**config.mk**
```make
export PLATFORM = sky130hd
export DESIGN_NAME = eeprom_page_host
export DESIGN_NICKNAME = d
export VERILOG_FILES = /design/src/rtl/eeprom_host_pkg.sv /design/src/rtl/eeprom_page_host.sv /design/src/rtl/pin_sync.sv
export SDC_FILE = /design/constraint.sdc
export NUM_CORES = 1
export LEC_CHECK = 0
export BUFFER_PORTS_ARGS = -buffer_cell sky130_fd_sc_hd__buf_2
export CORE_MARGIN = 3
export CORE_UTILIZATION = 30
export DETAILED_ROUTE_END_ITERATION = 10
export GPL_ROUTABILITY_DRIVEN = 0
export MAX_ROUTING_LAYER = met4
export PLACE_DENSITY = 0.57
export SLEW_MARGIN = 20
export SYNTH_ARGS = -nofsm -noshare
export SYNTH_HDL_FRONTEND = slang
export SYNTH_SLANG_ARGS = --single-unit
```
**constraint.sdc**
```tcl
create_clock -name core_clk -period 2.2 [get_ports core_clk]
set_input_delay 0.22 -clock core_clk [delete_from_list [all_inputs] [get_ports core_clk]]
set_output_delay 0.22 -clock core_clk [all_outputs]
set_load 0.03 [all_outputs]
```
**src/rtl/eeprom_host_pkg.sv**
```systemverilog
// Constants, timing counts and carrier types for the parallel EEPROM host.
// Assumes a 100 MHz core clock; all pin timings are derived from it here.
package eeprom_host_pkg;

   localparam int CLK_MHZ = 100;
   localparam int ADDR_W = 16;
   localparam int DATA_W = 8;
   localparam int PAGE_LSB = 7;
   localparam int TOGGLE_BIT = 6;
   localparam int CNT_W = 20;
   localparam int SYNC_W = 3;
   localparam int SYNC_LAT = 4;

   // Pin times in ns, window maximum in us, write cycle in ms
   localparam int T_RC_NS = 90;
   localparam int T_OHZ_NS = 40;
   localparam int T_OES_NS = 10;
   localparam int T_WP_NS = 100;
   localparam int T_WPH_NS = 100;
   localparam int T_AH_NS = 50;
   localparam int LOAD_WIN_MIN_NS = 200;
   localparam int LOAD_WIN_MAX_US = 100;
   localparam int T_WC_MS = 10;

   // Least times round up, longest times round down
   localparam int RC_CYC = (T_RC_NS * CLK_MHZ + 999) / 1000;
   localparam int RD_CYC = RC_CYC + SYNC_LAT;
   localparam int OHZ_CYC = (T_OHZ_NS * CLK_MHZ + 999) / 1000;
   localparam int OES_CYC = (T_OES_NS * CLK_MHZ + 999) / 1000;
   localparam int WP_CYC = (T_WP_NS * CLK_MHZ + 999) / 1000;
   localparam int WPH_CYC = (T_WPH_NS * CLK_MHZ + 999) / 1000;
   localparam int AH_CYC = (T_AH_NS * CLK_MHZ + 999) / 1000;
   localparam int HOLD_CYC = (WPH_CYC > AH_CYC) ? WPH_CYC : AH_CYC;
   localparam int BLC_MIN_CYC = (LOAD_WIN_MIN_NS * CLK_MHZ + 999) / 1000;
   localparam int BLC_MAX_CYC = LOAD_WIN_MAX_US * CLK_MHZ;
   localparam int WC_CYC = T_WC_MS * 1000 * CLK_MHZ;
   localparam int CLOSE_MARGIN = 4;

   typedef logic [CNT_W-1:0] cnt_t;

   typedef enum logic [9:0] {
      ST_IDLE = 10'h001,
      ST_RD_STROBE = 10'h002,
      ST_RD_RECOVER = 10'h004,
      ST_WR_SETUP = 10'h008,
      ST_WR_PULSE = 10'h010,
      ST_WR_HOLD = 10'h020,
      ST_GAP = 10'h040,
      ST_WAIT_TIMER = 10'h080,
      ST_POLL_STROBE = 10'h100,
      ST_POLL_RECOVER = 10'h200
   } state_e;

   typedef struct packed {
      logic write;
      logic last;
      logic [ADDR_W-1:0] addr;
      logic [DATA_W-1:0] data;
   } cmd_s;

endpackage : eeprom_host_pkg

```
**src/rtl/eeprom_page_host.sv**
```systemverilog
// Host controller driving a byte-wide parallel EEPROM: reads, page loads,
// and write-completion by toggle polling or by full write-cycle wait.
// Assumes the testbench resolves the data bus from dq_out and dq_oe.
`timescale 1ns/10ps
`default_nettype none
// Operation
// - Every byte of one page load keeps address bits 15 to 7 unchanged.
// - Between loads the output drive line may pulse low with select and strobe high.
// - Output drive low with select low and strobe high between loads is a polling read.
// - Each byte load follows the single write-strobe-controlled write timing.
// - Successive byte loads start between 0.2 and 100 microseconds apart.
// - Without polling the host waits the full 10 ms before the next access.
// - Polling accesses are ordinary reads obeying all read timing.
// - The toggling bit has no fixed first or last level; only two equal reads count.
// - Select and drive low reads, select and strobe low writes, select high idles.
module eeprom_page_host #(
   parameter int BLC_MAX_CYC = eeprom_host_pkg::BLC_MAX_CYC,
   parameter int WC_CYC = eeprom_host_pkg::WC_CYC,
   parameter bit POLL_EN = 1'b1
) (
   input wire logic core_clk,
   input wire logic rst_n,
   input wire logic cmd_valid,
   input wire eeprom_host_pkg::cmd_s cmd,
   output logic cmd_ready,
   output logic [eeprom_host_pkg::DATA_W-1:0] rd_data,
   output logic rd_valid,
   output logic wr_done,
   output logic busy,
   output logic ce_n,
   output logic oe_n,
   output logic we_n,
   output logic [eeprom_host_pkg::ADDR_W-1:0] addr,
   output logic [eeprom_host_pkg::DATA_W-1:0] dq_out,
   output logic dq_oe,
   input wire logic [eeprom_host_pkg::DATA_W-1:0] dq_in
);

   ////////////////////////////////////////////////////////////////////////////
   localparam int PG_W = eeprom_host_pkg::ADDR_W - eeprom_host_pkg::PAGE_LSB;
   localparam int ACCEPT_LIM = BLC_MAX_CYC - 2 * eeprom_host_pkg::CLOSE_MARGIN;
   localparam int CLOSE_LIM = BLC_MAX_CYC - eeprom_host_pkg::CLOSE_MARGIN;

   eeprom_host_pkg::state_e state_reg, state_next;
   eeprom_host_pkg::cmd_s cur_reg, cur_next;
   eeprom_host_pkg::cnt_t cnt_reg, cnt_next;
   eeprom_host_pkg::cnt_t blc_reg, blc_next;
   eeprom_host_pkg::cnt_t wc_reg, wc_next;
   logic [PG_W-1:0] page_reg, page_next;
   logic pend_reg, pend_next;
   logic first_reg, first_next;
   logic poll_prev_reg, poll_prev_next;
   logic poll_have_reg, poll_have_next;
   logic poll_ok_reg, poll_ok_next;
   logic cmd_ready_reg, cmd_ready_next;
   logic [eeprom_host_pkg::DATA_W-1:0] rd_data_reg, rd_data_next;
   logic rd_valid_reg, rd_valid_next;
   logic wr_done_reg, wr_done_next;
   logic busy_reg, busy_next;
   logic ce_n_reg, ce_n_next;
   logic oe_n_reg, oe_n_next;
   logic we_n_reg, we_n_next;
   logic [eeprom_host_pkg::ADDR_W-1:0] addr_reg, addr_next;
   logic [eeprom_host_pkg::DATA_W-1:0] dq_out_reg, dq_out_next;
   logic dq_oe_reg, dq_oe_next;
   logic [eeprom_host_pkg::DATA_W-1:0] dq_sync;

   ////////////////////////////////////////////////////////////////////////////
   pin_sync #(
      .WIDTH(eeprom_host_pkg::DATA_W)
   ) u_dq_sync (
      .core_clk(core_clk),
      .rst_n(rst_n),
      .pin_in(dq_in),
      .sync_out(dq_sync)
   );

   ////////////////////////////////////////////////////////////////////////////
   always_comb
   begin
      logic go;
      logic end_page;
      logic fin;
      eeprom_host_pkg::cmd_s sel;
      go = 1'b0;
      end_page = 1'b0;
      fin = 1'b0;
      sel = pend_reg ? cur_reg : cmd;
      state_next = state_reg;
      cur_next = cur_reg;
      cnt_next = cnt_reg + eeprom_host_pkg::cnt_t'(1);
      blc_next = (blc_reg == eeprom_host_pkg::cnt_t'(BLC_MAX_CYC)) ? blc_reg :
                 blc_reg + eeprom_host_pkg::cnt_t'(1);
      wc_next = (wc_reg == eeprom_host_pkg::cnt_t'(WC_CYC)) ? wc_reg :
                wc_reg + eeprom_host_pkg::cnt_t'(1);
      page_next = page_reg;
      pend_next = pend_reg;
      first_next = first_reg;
      poll_prev_next = poll_prev_reg;
      poll_have_next = poll_have_reg;
      poll_ok_next = poll_ok_reg;
      rd_data_next = rd_data_reg;
      rd_valid_next = 1'b0;
      wr_done_next = 1'b0;
      ce_n_next = ce_n_reg;
      oe_n_next = oe_n_reg;
      we_n_next = we_n_reg;
      addr_next = addr_reg;
      dq_out_next = dq_out_reg;
      dq_oe_next = dq_oe_reg;
      case (state_reg)
         eeprom_host_pkg::ST_IDLE:
         begin
            go = pend_reg || (cmd_valid && cmd_ready_reg);
            if (go)
            begin
               cur_next = sel;
               pend_next = 1'b0;
               cnt_next = '0;
               addr_next = sel.addr;
               ce_n_next = 1'b0;
               if (sel.write)
               begin
                  page_next = sel.addr[eeprom_host_pkg::ADDR_W-1:eeprom_host_pkg::PAGE_LSB];
                  first_next = 1'b1;
                  dq_out_next = sel.data;
                  dq_oe_next = 1'b1;
                  state_next = eeprom_host_pkg::ST_WR_SETUP;
               end
               else
               begin
                  oe_n_next = 1'b0;
                  state_next = eeprom_host_pkg::ST_RD_STROBE;
               end
            end
         end
         eeprom_host_pkg::ST_RD_STROBE, eeprom_host_pkg::ST_POLL_STROBE:
         begin
            // Strobe covers access time plus synchroniser latency
            if (cnt_reg == eeprom_host_pkg::cnt_t'(eeprom_host_pkg::RD_CYC - 1))
            begin
               ce_n_next = 1'b1;
               oe_n_next = 1'b1;
               cnt_next = '0;
               if (state_reg == eeprom_host_pkg::ST_RD_STROBE)
               begin
                  rd_data_next = dq_sync;
                  rd_valid_next = 1'b1;
                  state_next = eeprom_host_pkg::ST_RD_RECOVER;
               end
               else
               begin
                  // Only two equal samples count, never an absolute level
                  poll_ok_next = poll_have_reg &&
                                 (poll_prev_reg == dq_sync[eeprom_host_pkg::TOGGLE_BIT]);
                  poll_prev_next = dq_sync[eeprom_host_pkg::TOGGLE_BIT];
                  poll_have_next = 1'b1;
                  state_next = eeprom_host_pkg::ST_POLL_RECOVER;
               end
            end
         end
         eeprom_host_pkg::ST_RD_RECOVER:
         begin
            // Bus float time before anything drives again
            if (cnt_reg == eeprom_host_pkg::cnt_t'(eeprom_host_pkg::OHZ_CYC - 1))
            begin
               state_next = eeprom_host_pkg::ST_IDLE;
            end
         end
         eeprom_host_pkg::ST_WR_SETUP:
         begin
            if (cnt_reg >= eeprom_host_pkg::cnt_t'(eeprom_host_pkg::OES_CYC - 1) &&
                (first_reg ||
                 blc_reg >= eeprom_host_pkg::cnt_t'(eeprom_host_pkg::BLC_MIN_CYC - 1)))
            begin
               we_n_next = 1'b0;
               blc_next = '0;
               first_next = 1'b0;
               cnt_next = '0;
               state_next = eeprom_host_pkg::ST_WR_PULSE;
            end
         end
         eeprom_host_pkg::ST_WR_PULSE:
         begin
            if (cnt_reg == eeprom_host_pkg::cnt_t'(eeprom_host_pkg::WP_CYC - 1))
            begin
               we_n_next = 1'b1;
               cnt_next = '0;
               state_next = eeprom_host_pkg::ST_WR_HOLD;
            end
         end
         eeprom_host_pkg::ST_WR_HOLD:
         begin
            // Covers address hold and strobe-high recovery together
            if (cnt_reg == eeprom_host_pkg::cnt_t'(eeprom_host_pkg::HOLD_CYC - 1))
            begin
               ce_n_next = 1'b1;
               dq_oe_next = 1'b0;
               cnt_next = '0;
               if (cur_reg.last)
               begin
                  end_page = 1'b1;
               end
               else
               begin
                  state_next = eeprom_host_pkg::ST_GAP;
               end
            end
         end
         eeprom_host_pkg::ST_GAP:
         begin
            // Select stays high, so drive pulses elsewhere are harmless
            if (cmd_valid && cmd_ready_reg)
            begin
               cur_next = cmd;
               if (cmd.write &&
                   cmd.addr[eeprom_host_pkg::ADDR_W-1:eeprom_host_pkg::PAGE_LSB] == page_reg)
               begin
                  addr_next = cmd.addr;
                  dq_out_next = cmd.data;
                  dq_oe_next = 1'b1;
                  ce_n_next = 1'b0;
                  cnt_next = '0;
                  state_next = eeprom_host_pkg::ST_WR_SETUP;
               end
               else
               begin
                  // Other page or a read closes this page first
                  pend_next = 1'b1;
                  end_page = 1'b1;
               end
            end
            else if (blc_reg >= eeprom_host_pkg::cnt_t'(CLOSE_LIM))
            begin
               end_page = 1'b1;
            end
         end
         eeprom_host_pkg::ST_WAIT_TIMER:
         begin
            fin = (wc_reg >= eeprom_host_pkg::cnt_t'(WC_CYC - 1));
         end
         eeprom_host_pkg::ST_POLL_RECOVER:
         begin
            if (cnt_reg == eeprom_host_pkg::cnt_t'(eeprom_host_pkg::OHZ_CYC - 1))
            begin
               // Timeout backstop: device is done by then anyway
               if (poll_ok_reg || wc_reg >= eeprom_host_pkg::cnt_t'(WC_CYC - 1))
               begin
                  fin = 1'b1;
               end
               else
               begin
                  ce_n_next = 1'b0;
                  oe_n_next = 1'b0;
                  cnt_next = '0;
                  state_next = eeprom_host_pkg::ST_POLL_STROBE;
               end
            end
         end
         default:
         begin
            state_next = eeprom_host_pkg::ST_IDLE;
         end
      endcase
      if (end_page)
      begin
         wc_next = '0;
         cnt_next = '0;
         poll_have_next = 1'b0;
         poll_ok_next = 1'b0;
         addr_next = cur_reg.addr;
         if (POLL_EN)
         begin
            ce_n_next = 1'b0;
            oe_n_next = 1'b0;
            dq_oe_next = 1'b0;
            state_next = eeprom_host_pkg::ST_POLL_STROBE;
         end
         else
         begin
            state_next = eeprom_host_pkg::ST_WAIT_TIMER;
         end
      end
      if (fin)
      begin
         wr_done_next = 1'b1;
         state_next = eeprom_host_pkg::ST_IDLE;
      end
      cmd_ready_next = !pend_next &&
                       ((state_next == eeprom_host_pkg::ST_IDLE) ||
                        (state_next == eeprom_host_pkg::ST_GAP &&
                         blc_next < eeprom_host_pkg::cnt_t'(ACCEPT_LIM)));
      busy_next = (state_next != eeprom_host_pkg::ST_IDLE);
   end

   ////////////////////////////////////////////////////////////////////////////
   always_ff @(posedge core_clk or negedge rst_n)
   begin
      if (!rst_n)
      begin
         state_reg <= eeprom_host_pkg::ST_IDLE;
         cur_reg <= '0;
         cnt_reg <= '0;
         blc_reg <= '0;
         wc_reg <= '0;
         page_reg <= '0;
         pend_reg <= 1'b0;
         first_reg <= 1'b0;
         poll_prev_reg <= 1'b0;
         poll_have_reg <= 1'b0;
         poll_ok_reg <= 1'b0;
         cmd_ready_reg <= 1'b0;
         rd_data_reg <= '0;
         rd_valid_reg <= 1'b0;
         wr_done_reg <= 1'b0;
         busy_reg <= 1'b0;
         ce_n_reg <= 1'b1;
         oe_n_reg <= 1'b1;
         we_n_reg <= 1'b1;
         addr_reg <= 16'h0000;
         dq_out_reg <= '0;
         dq_oe_reg <= 1'b0;
      end
      else
      begin
         state_reg <= state_next;
         cur_reg <= cur_next;
         cnt_reg <= cnt_next;
         blc_reg <= blc_next;
         wc_reg <= wc_next;
         page_reg <= page_next;
         pend_reg <= pend_next;
         first_reg <= first_next;
         poll_prev_reg <= poll_prev_next;
         poll_have_reg <= poll_have_next;
         poll_ok_reg <= poll_ok_next;
         cmd_ready_reg <= cmd_ready_next;
         rd_data_reg <= rd_data_next;
         rd_valid_reg <= rd_valid_next;
         wr_done_reg <= wr_done_next;
         busy_reg <= busy_next;
         ce_n_reg <= ce_n_next;
         oe_n_reg <= oe_n_next;
         we_n_reg <= we_n_next;
         addr_reg <= addr_next;
         dq_out_reg <= dq_out_next;
         dq_oe_reg <= dq_oe_next;
      end
   end

   assign cmd_ready = cmd_ready_reg;
   assign rd_data = rd_data_reg;
   assign rd_valid = rd_valid_reg;
   assign wr_done = wr_done_reg;
   assign busy = busy_reg;
   assign ce_n = ce_n_reg;
   assign oe_n = oe_n_reg;
   assign we_n = we_n_reg;
   assign addr = addr_reg;
   assign dq_out = dq_out_reg;
   assign dq_oe = dq_oe_reg;

endmodule : eeprom_page_host
`default_nettype wire

```
**src/rtl/pin_sync.sv**
```systemverilog
// Three-stage input synchroniser with agreement filter.
// Assumes inputs arrive asynchronously from device pins.
`timescale 1ns/10ps
`default_nettype none
module pin_sync #(
   parameter int WIDTH = 8
) (
   input wire logic core_clk,
   input wire logic rst_n,
   input wire logic [WIDTH-1:0] pin_in,
   output logic [WIDTH-1:0] sync_out
);

   ////////////////////////////////////////////////////////////////////////////
   genvar i;
   generate
      for (i = 0; i < WIDTH; i++)
      begin : g_bit
         logic s1_reg;
         logic s2_reg;
         logic s3_reg;
         logic out_reg;
         logic out_next;
         // Stage one feeds stage two only
         always_comb
         begin
            out_next = (s2_reg == s3_reg) ? s3_reg : out_reg;
         end
         always_ff @(posedge core_clk or negedge rst_n)
         begin
            if (!rst_n)
            begin
               s1_reg <= 1'b0;
               s2_reg <= 1'b0;
               s3_reg <= 1'b0;
               out_reg <= 1'b0;
            end
            else
            begin
               s1_reg <= pin_in[i];
               s2_reg <= s1_reg;
               s3_reg <= s2_reg;
               out_reg <= out_next;
            end
         end
         assign sync_out[i] = out_reg;
      end
   endgenerate

endmodule : pin_sync
`default_nettype wire

```
==> impl_summary.txt, run 1 <==
----------------------------------------------------
[Worst setup path]
  Cell family with the largest share of critical-path delay ... simple AND/OR/NAND/NOR gates
  Largest stage delay on the critical path ... 0.54 ns
  Cells along the critical path ... nor3_4 > nand3b_4 > or4_4 > buf_6 > o21ai_2 > nand2_2 > buf_4 > buf_12 > mux2_2
  Worst reg2reg endpoint ... cur_reg[24]
  Setup slack, reg-to-reg ... -0.25 ns
  Required arrival time at the worst endpoint ... 2.51 ns
  Arrival time at the worst endpoint ... 2.77 ns
  Category of the worst setup path launch point ... flip-flop
  Maximum fanout count along the critical path ... 7
  Worst R2R Path Depth ... 9
  Bufs and invs on worst path ... 3
  Startpoint-to-endpoint class of the critical path ... flip-flop to flip-flop
  R2r startpoint ... state_reg[3]
  CP Capture Type ... flip-flop
  Worst path slowest cell ... or4_4

[Logic synthesis]
  Netlist cell types ... 74
  Syn_nets ... about 850
  Count of flip-flops with a built-in enable after synthesis ... 0
  Post-synthesis cell count ... 807
  Fraction of post-synthesis cell area in the top cell type by area ... between 50% and 60%
  Post-synthesis async set-or-reset flop share ... between 90% and 100%
  Cell type with the highest aggregate area in the netlist ... dfrtp_1
  Summed instance area of the synthesized netlist ... 8560 sq um
  Average instance area after synthesis ... 10.6 sq um
  Warning count from the yosys run ... 0
  Primary FF master, synth ... dfrtp_1
  Most repeated cell in the gate-level netlist after synthesis ... dfrtp_1
  Sequential element share of the synthesized area ... a little over half
  Leading post-synthesis cells by instance count ... dfrtp_1, nor2_1, nand2_1
  Area contributors post-synth ... dfrtp_1, mux2_2, nor2_1
  Synthesis-stage register bit count ... 182

[Outcome]
  Violated checks ... setup timing
  Outcome ... complete, but fails checks

[Pwr]
  Leakage power ... 5.57 nW
  Ratio of total power to cell area ... 1010 nW/um^2
  Maximum vdd ir drop ... roughly 570 uV

[STA]
  Setup TNS ... -11.05 ns
  Total setup violations reported at the end of the flow ... 101
  FMAX ... 408 MHz
  Setup repair after global routing missed its margin ... yes
  Worst-Margin Slew ... around 0.52 ns
  Tcrit/Tclk final ... 111%
  Count of endpoints failing hold in the final timing report ... 0
  Final setup skew ... 0.0290 ns
  Final worst slack ... -0.252 ns
  Final Slew Violations ... 0
  Max_slew headroom ... 65.7%
  Fin crit period ... 2.45 ns

[Detailed routing]
  Total iterations of the first detailed-routing run ... 6
  Drc violations ... 0
  Starting DRC count in detailed routing ... 410
  Number of nets still failing antenna checks after routing ... 0
  Sum of routed wire length over all layers ... between 20000 and 25000 um
  Detailed-route via count ... 6895
  Routed length per placed instance ... around 15 um
  Detailed-route vias per instance ... 4.71

[Clocking]
  TritonCTS clock tree ... yes
  Deepest clock path buffer count ... 2
  Master cell of the clock root buffer ... clkbuf_16
  Depth of the CTS H-tree ... 4
  Clock sinks ... approximately 180
  Number of buffers added by the clock tree synthesis step ... 17
  CTS clk-pin slew, worst paths ... 0.08 ns
  Later-pin clock latency in the skew report ... 0.44 ns

[Placement]
  Number of port buffers ... 76
  Setup slack at placement ... -0.279 ns
  Detailed-placement wirelength estimate ... 14600 um

[GRT]
  Remaining global-route overflow ... 0
  Via count of the first global-routing pass ... 6965
  Initial antenna violation count ... 0
  First-pass GRT wire length ... around 35000 um
  Largest net degree at the start of global routing ... 51
  GRT Total Usage ... 14.5%

[Floorplan]
  Effective utilization at floorplan ... 30.6%
  Die area ... 30600 sq um
  Width of the die ... 175 um
  Floorplan core area ... 27900 sq um
  Vertical die dimension ... between 150 and 200 um
  Placement row count ... 61
  Number of I/O pins ... 77

[Finish]
  Share of cells above drive strength 1 ... 44.3%
  Count of nets after finishing ... ~1.1k
  Area Growth Syn to Fin ... 45.9%
  Number of flip-flops in the largest register ... 26
  # fillers ... roughly 2.6k
  Final antenna diode count ... 0

[Flow run]
  Max_cap viols ... 0

[Worst hold path]
  Hold Path End ... cur_reg[4]
  Cell depth of the worst min-delay path ... 2
  Startpoint of the worst hold path ... cmd[4]
  Worst min-delay path class ... input port to flip-flop

----------------------------------------------------
[final cells by class]
| type | count | area (sq um) | share of cell area (%) |
|---|---|---|---|
| Clock buffer | 18 | 429 | 3.44 |
| Clock inverter | 14 | 163 | 1.30 |
| Inverter | 36 | 135 | 1.08 |
| Multi-Input combinational cell | 551 | 4440 | 35.6 |
| Sequential cell | 182 | 4560 | 36.5 |
| Tap cell | 378 | 473 | 3.79 |
| Timing Repair Buffer | 286 | 2290 | 18.3 |
[metrics by stage]
stage | instances | utilization, % | cell area (sq um) | total power, mW | hold WS (ns)
floorplan | 807 | - | 8760 | 7.24 | -0.0756
global route | 1465 | 44.7 | 12500 | 13.3 | 0.0155
finish | 1465 | 44.7 | 12500 | 12.6 | 0.0267
detailed placement | 1383 | 38.1 | 10600 | 8.65 | 0.216
global placement | 1383 | 38.1 | 10600 | 8.56 | 0.214
CTS | 1443 | 42.2 | 11800 | 12.4 | 0.0178
[routing by layer]
metal | wire [um] | GRT usage (%) | up-vias
li1 | - | - | 3347
met1 | 10200 | 18.8 | 3414
met2 | 11100 | 23.5 | 119
met3 | 768 | 2.41 | 15
met4 | 272 | 4.12 | 0
met5 | 0 | - | -
[how the worst max path moves through the flow]
stage | cells after the start | start | slack [ns] | end
2_1_floorplan | 10 | blc_reg[0] | -0.11 | cmd_ready
4_1_cts | 12 | state_reg[1] | -0.16 | cnt_reg[2]
5_1_grt | 9 | wc_reg[11] | -0.36 | cmd_ready
3_3_place_gp | 9 | state_reg[9] | -0.26 | cmd_ready
3_5_place_dp | 9 | state_reg[9] | -0.28 | cmd_ready
6_report | 9 | state_reg[3] | -0.25 | cur_reg[24]
[where the power goes]
| group | internal (mW) | switching, mW | leakage, nW |
|---|---|---|---|
| combinational | 2.32 | 2.55 | 3.02 |
| sequential | 4.10 | 0.566 | 2.28 |
| clock | 1.53 | 1.49 | 0.280 |
| total | 7.95 | 4.61 | 5.57 |
[what timing repair did]
action / in CTS / in global routing
gates cloned: 5 / 5
hold buffers: 9 / 0
gates resized for setup: 60 / 130
setup buffers: 15 / 21
pin swaps: 23 / 66
endpoints found under the hold margin: 51 / 0
setup endpoints to repair: 97 / 115
[worst register-to-register path, stage by stage (launching register included)]
cell and delay [ns]:
dfrtp_1 0.44, nor3_4 0.24, nand3b_4 0.11, or4_4 0.54, buf_6 0.15, o21ai_2 0.11, nand2_2 0.16, buf_4 0.20
buf_12 0.14, mux2_2 0.27
[layout by cell type, fill, tap and decap left out, types with 11 or more instances in the layout]
cell	n
nand4_1	22
buf_2	75
buf_4	161
clkbuf_16	20
nand2_1	62
mux2i_1	18
xnor2_1	29
nor2_4	34
mux2_2	27
dfrtp_1	178
buf_6	25
o21ai_0	23
xor2_1	40
nor2_1	59
and3_1	11
nand3_1	23
inv_1	35
[cell families (layout without fill, tap and decap cells)]
family,Yosys count,in the layout,share of synthesized area (%)
mux,55,55,6.96
flops,182,182,53.3
fa+ha+maj,15,15,1.96
simple gates,309,309,18.8
compound gates,102,102,8.16
xor+xnor,70,70,7.16
buf+inv,74,354,3.71
(Power assumes the default switching activity.)
==> run 2, diff against run 1 <==
CTS_BUF_LIST = sky130_fd_sc_hd__clkbuf_16   (was not set)
PLACE_DENSITY = 0.56   (was 0.57)
RECOVER_POWER = 50   (was not set)
SYNTH_HIERARCHICAL = 1   (was not set)
==> run 2 against run 1 <==
Effect of this change:
- the run ends with capacitance limit, slew limit, setup timing left
- die area is 1.1% higher
- sequential power hardly changed
- synthesized area is 1.1% higher
- first-iteration DRC count is 20% lower
- setup slack worse by 0.042 ns
- clock-buffer cell count is 1 lower
- clock skew is 0.017 ns lower
==> impl_summary.txt, run 2 <==
----------------------------------------------------
[Outcome]
  Outcome ... complete, but fails checks
  Violated checks ... capacitance limit, slew limit, setup timing

[Finish]
  Final antenna diode count ... 0
  # fillers ... 2685
  Commonest non-fill, non-tap cell in the layout ... dfrtp_1
  Cell Count, Final, Fillers Out ... ~1.5k
  Share of cells above drive strength 1 ... 41.8%
  Number of flip-flops in the largest register ... 26
  Commonest cells after routing, fill and taps aside ... dfrtp_1, buf_4, buf_2, nor2_1, nand2_1
  Area Growth Syn to Fin ... 43.8%
  Count of nets after finishing ... 1125

[Clocking]
  Depth of the CTS H-tree ... 4
  CTS clk-pin slew, worst paths ... 0.08 ns
  Master cell of the clock root buffer ... clkbuf_16
  Deepest clock path buffer count ... 2
  Later-pin clock latency in the skew report ... 0.44 ns
  TritonCTS clock tree ... yes
  Clock sinks ... 182
  Number of buffers added by the clock tree synthesis step ... 17

[GRT]
  Initial antenna violation count ... 0
  Remaining global-route overflow ... 0
  First-pass GRT wire length ... 35600 um
  Via count of the first global-routing pass ... 7041
  Largest net degree at the start of global routing ... 60
  GRT Total Usage ... 14.6%

[Worst setup path]
  Arrival time at the worst endpoint ... roughly 2.8 ns
  CP Capture Type ... flip-flop
  Maximum fanout count along the critical path ... 8
  Required arrival time at the worst endpoint ... 2.52 ns
  Startpoint-to-endpoint class of the critical path ... flip-flop to flip-flop
  Category of the worst setup path launch point ... flip-flop

[Worst hold path]
  Worst min-delay path class ... input port to flip-flop

[STA]
  Setup repair after global routing missed its margin ... yes
  Total setup violations reported at the end of the flow ... 99
  Tcrit/Tclk final ... 113%
  Worst-Margin Slew ... 1.59 ns
  Max_slew headroom ... -5.91%
  Setup TNS ... -20.12 ns
  FMAX ... 401 MHz
  Fin crit period ... 2.49 ns
  Final worst slack ... -0.294 ns
  Count of endpoints failing hold in the final timing report ... 0
  Final Slew Violations ... 60
  Final setup skew ... ~0.012 ns

[Placement]
  Placed cell count ... 1397
  Detailed-placement wirelength estimate ... between 15000 and 20000 um
  Setup slack at placement ... -0.443 ns
  Number of port buffers ... 76

[Detailed routing]
  Drc violations ... 0
  Sum of routed wire length over all layers ... 21900 um
  Detailed-route via count ... 6929
  Number of nets still failing antenna checks after routing ... 0
  Routed length per placed instance ... 14.9 um
  Total iterations of the first detailed-routing run ... 5
  Detailed-route vias per instance ... 4.71
  Starting DRC count in detailed routing ... 326

[Logic synthesis]
  Area contributors post-synth ... dfrtp_1, nor2_1, mux2_2
  Post-synthesis async set-or-reset flop share ... 100%
  Count of flip-flops with a built-in enable after synthesis ... 0
  Fraction of post-synthesis cell area in the top cell type by area ... 51.4%
  Sequential element share of the synthesized area ... between 50 and 60%
  Primary FF master, synth ... dfrtp_1
  Cell type with the highest aggregate area in the netlist ... dfrtp_1
  Synthesis-stage register bit count ... 182
  Leading post-synthesis cells by instance count ... dfrtp_1, nor2_1, nand2_1
  Average instance area after synthesis ... 10.6 sq um
  Most repeated cell in the gate-level netlist after synthesis ... dfrtp_1
  Netlist cell types ... 75
  Summed instance area of the synthesized netlist ... a little under 9000 sq um
  Post-synthesis cell count ... 816
  Warning count from the yosys run ... 6
  Syn_nets ... 860

[Pwr]
  Maximum vdd ir drop ... 769 uV
  Ratio of total power to cell area ... between 1000 and 1500 nW/um^2
  Leakage power ... 5.60 nW

[Floorplan]
  Number of I/O pins ... 77
  Width of the die ... 176 um
  Placement row count ... just over 60
  Vertical die dimension ... 176 um
  Effective utilization at floorplan ... a little under a third
  Die area ... 30900 sq um
  Floorplan core area ... 28100 sq um

[Flow run]
  Max_cap viols ... 1

----------------------------------------------------
## run 2: changes by cell type in the layout (fill, tap and decap cells not counted), sizes merged, moves of 4 or more
cell	before	now
nor2	103	110
a211oi	5	1
nand4b	0	4
or2	8	4
xnor2	30	39
xor2	40	30
nand3	25	35
inv	42	37
nor4	22	16
nand2	70	59
and3	11	16
nor3	12	22
nand4	24	17
## run 2: final cells by class
cell class	count	area, sq um	area share, %
clock buffer	17	425	3.42
sequential	182	4560	36.6
multi-input combinational	568	4420	35.5
clock inverter	15	200	1.61
timing repair buffer	286	2270	18.2
inverter	26	100	0.804
tap	378	473	3.80
## run 2: logic make-up (layout without fill, tap and decap cells)
family          count (synthesis)  in the layout  synth area share [%]
xor+xnor                       69             69                  6.98
mux                            56             56                  6.98
fa+ha+maj                      15             15                  2.05
compound gates                103            103                  8.21
flops                         182            182                  52.7
buf+inv                        66            344                  3.70
simple gates                  325            325                  19.4
## run 2: layer usage
metal  part of all wire [%]  GRT usage, %  vias to the layer above
li1                       -             -                     3396
met1                     48          19.7                     3389
met2                     47          23.0                      120
met3                    3.2          2.29                       24
met4                    1.3          4.12                        0
met5                      0             -                        -
## run 2: worst max-delay path: stages, from the launching register on
cell and delay (ns):
dfrtp_1 0.38, buf_4 0.18, nor4b_4 0.32, nand4_4 0.13, buf_4 0.15, buf_4 0.13
or2_2 0.29, a21oi_4 0.23, buf_6 0.15, buf_16 0.11, mux2_4 0.29
## run 2: per-stage QoR
stage	power, mW	hold WS [ns]	utilization, %	cell area [sq um]
detailed placement	9.66	0.248	38.5	10800
global placement	9.58	0.245	38.5	10800
global route	14.6	0.00534	44.3	12500
finish	13.9	0.0197	44.3	12500
CTS	13.5	0.00351	43.0	12100
floorplan	7.82	-0.0756	-	8830
## run 2: repair_timing
item | CTS | global route
endpoints found under the hold margin | 60 | 0
gates resized for setup | 66 | 93
endpoints found under the setup margin | 115 | 140
setup buffers | 19 | 16
pin swaps | 26 | 33
gates cloned | 5 | 1
hold buffers | 9 | 0
## run 2: where the power goes
part | internal, mW | leakage (nW) | total, mW | switching, mW
combinational | 2.86 | 3.02 | 5.98 | 3.12
clock | 1.59 | 0.305 | 3.22 | 1.62
sequential | 4.12 | 2.28 | 4.65 | 0.530
total | 8.58 | 5.60 | 13.9 | 5.27
## run 2: path summary, 6_finish.rpt
kind	end	startpoint	depth (start not counted)	slack, ns
setup / recovery	cur_reg[5]	state_reg[9]	10	-0.29
hold / removal	cur_reg[13]	cmd[13]	2	0.02
setup reg to reg	cur_reg[5]	state_reg[9]	10	-0.29
hold reg to reg	u_dq_sync/g_bit[1].s2_reg	u_dq_sync/g_bit[1].s1_reg	0	0.35
max in group asynchronous	we_n	rst_n	3	0.29
min in group asynchronous	cnt_reg[13]	rst_n	2	0.75
==> run 3, diff against run 2 <==
CORE_UTILIZATION = 54   (was 30)
PLACE_DENSITY = 0.85   (was 0.56)
==> run 3 against run 2 <==
Effect of this change:
- the flow finishes with violations (hold timing, capacitance limit, slew limit, setup timing)
- routed wire length is 67% higher
- non-clock buffer count is 26 lower
- design area is 2.8% lower
- combinational power is 16% higher
- sequential power is 5.8% higher
- global-route usage is 18 points higher
- cell count is 13% lower
- clock-buffer cell count stayed put
- via count is 31% higher
- worst hold slack worse by 0.020 ns
- die area is 43% lower
- critical path type unchanged
- largest power group unchanged
==> impl_summary.txt, run 3 (same netlist as run 2, synthesis figures left out) <==
----------------------------------------------------
[STA]
  Count of endpoints failing hold in the final timing report ... 1
  Tcrit/Tclk final ... 149%
  Setup repair after global routing missed its margin ... yes
  Setup TNS ... -103.06 ns
  Fin crit period ... approximately 3.3 ns
  Total setup violations reported at the end of the flow ... around 150
  Worst-Margin Slew ... 1.75 ns
  Hold slack final ... -0.000124 ns
  Final Slew Violations ... 69
  Max_slew headroom ... -16.6%
  Final worst slack ... -1.09 ns
  Final setup skew ... between 0.02 and 0.025 ns
  FMAX ... between 300 and 400 MHz

[GRT]
  Largest net degree at the start of global routing ... 69
  Initial antenna violation count ... 1
  First-pass GRT wire length ... between 40000 and 50000 um
  Via count of the first global-routing pass ... a little over 8k
  Remaining global-route overflow ... 0
  GRT Total Usage ... 32.7%

[Outcome]
  Outcome ... complete, but fails checks
  Violated checks ... hold timing, capacitance limit, slew limit, setup timing

[Detailed routing]
  Detailed-route via count ... 9050
  Routed length per placed instance ... 28.5 um
  Sum of routed wire length over all layers ... between 30000 and 40000 um
  Total iterations of the first detailed-routing run ... 10
  Number of nets still failing antenna checks after routing ... 0
  Drc violations ... 0
  Detailed-route vias per instance ... 7.06
  Starting DRC count in detailed routing ... ~1.5k

[Pwr]
  Relative contribution of the clock network to total power ... between 20% and 30%
  Ratio of total power to cell area ... 1250 nW/um^2
  Leakage power ... 5.48 nW
  Total Power ... 15.2 mW
  Share of total power in combinational logic ... 45.8%
  Net Switching ... 6.45 mW
  Maximum vdd ir drop ... approximately 1100 uV
  Int Power ... 8.71 mW
  Switching fraction of total power ... a little over two fifths
  Reg power frac ... 32.5%

[Finish]
  Commonest non-fill, non-tap cell in the layout ... dfrtp_1
  Cell Count, Final, Fillers Out ... 1282
  Commonest cells after routing, fill and taps aside ... dfrtp_1, buf_4, buf_2, nor2_1, nand2_1
  Area of the multi-input gates ... 4530 sq um
  Combined flip-flop and latch cell area ... 4560 sq um
  Area Growth Syn to Fin ... 39.8%
  # fillers ... 700
  Number of flip-flops in the largest register ... 26
  Share of cells above drive strength 1 ... 41.3%
  Count of nets after finishing ... ~1.1k

[Clocking]
  Clock sinks ... 182
  Number of buffers added by the clock tree synthesis step ... 17
  Deepest clock path buffer count ... 2
  Later-pin clock latency in the skew report ... around 0.47 ns
  Master cell of the clock root buffer ... clkbuf_16
  CTS clk-pin slew, worst paths ... 0.09 ns
  Depth of the CTS H-tree ... 4
  TritonCTS clock tree ... yes

[Floorplan]
  Placement row count ... 45
  Effective utilization at floorplan ... between 50% and 60%
  Number of I/O pins ... 77
  Width of the die ... between 100 and 150 um
  Vertical die dimension ... 133 um
  Floorplan core area ... 15400 sq um
  Die area ... 17600 sq um

[Worst setup path]
  Maximum fanout count along the critical path ... 4
  CP Capture Type ... flip-flop
  Required arrival time at the worst endpoint ... 2.53 ns
  Startpoint-to-endpoint class of the critical path ... flip-flop to flip-flop
  Category of the worst setup path launch point ... flip-flop
  Arrival time at the worst endpoint ... around 3.6 ns

[Placement]
  Number of port buffers ... 76
  Placed cell count ... 1209
  Detailed-placement wirelength estimate ... 15300 um

[Flow run]
  Max_cap viols ... 1

[Worst hold path]
  Worst min-delay path class ... input port to flip-flop

----------------------------------------------------
-- run 3: final cells by class --
cell class	count	share of cell area (%)
flip-flops and latches	182	37.7
multi-input cells	570	37.4
repair buffers	260	16.8
clock buffers	17	3.51
well taps	211	2.18
clock inverters	15	1.63
inverters	26	0.827
diodes	1	0.0207
-- run 3: power groups by stage --
stage          Sequential, mW  Combinational, mW  Clock, mW
6_report                 4.92               6.94       3.30
5_1_grt                  4.93               7.10       3.41
4_1_cts                  4.72               5.47       3.20
3_5_place_dp             4.72               4.80          0
3_3_place_gp             4.68               4.63          0
2_1_floorplan            5.06               2.76          0
-- run 3: metrics by stage --
step	util, %	area (sq um)	worst slack, ns
floorplan	-	8830	-0.201
global placement	67.3	10400	-0.319
detailed placement	67.3	10400	-0.376
CTS	74.2	11500	-0.325
global route	78.5	12100	-1.04
finish	78.5	12100	-1.09
-- run 3: timing repair --
action / CTS / global route
gates resized for setup: 42 / 136
pin swaps: 16 / 37
gates cloned: 2 / 8
hold endpoints to repair: 69 / 0
setup buffers: 14 / 9
setup endpoints to repair: 130 / 136
hold buffers: 10 / 0
-- run 3: critical path, stage by stage (launching register included) --
cell	delay, ns
dfrtp_1	0.42
or4_4	0.58
nor3_4	0.46
nand4b_4	0.30
buf_4	0.25
a21oi_2	0.45
nor2_4	0.10
a222oi_1	0.44
inv_1	0.11
-- run 3: metal layers --
layer / track usage [%] / part of all wire (%) / up-vias
met4: 16.5 / 11 / 0
met2: 52.3 / 45 / 1053
met3: 7.19 / 14 / 435
li1: - / - / 3360
met1: 39.3 / 31 / 4202
met5: - / 0 / -
-- run 3: path summary, 6_finish.rpt --
kind	from	to	slack, ns	cells after the start
setup / recovery	state_reg[9]	addr[6]	-1.09	8
hold / removal	cmd[10]	cur_reg[10]	-0.0001	2
setup reg to reg	state_reg[9]	addr[6]	-1.09	8
hold reg to reg	u_dq_sync/g_bit[4].s1_reg	u_dq_sync/g_bit[4].s2_reg	0.35	0
max in group asynchronous	rst_n	page_reg[0]	0.18	3
min in group asynchronous	rst_n	wc_reg[15]	0.72	2
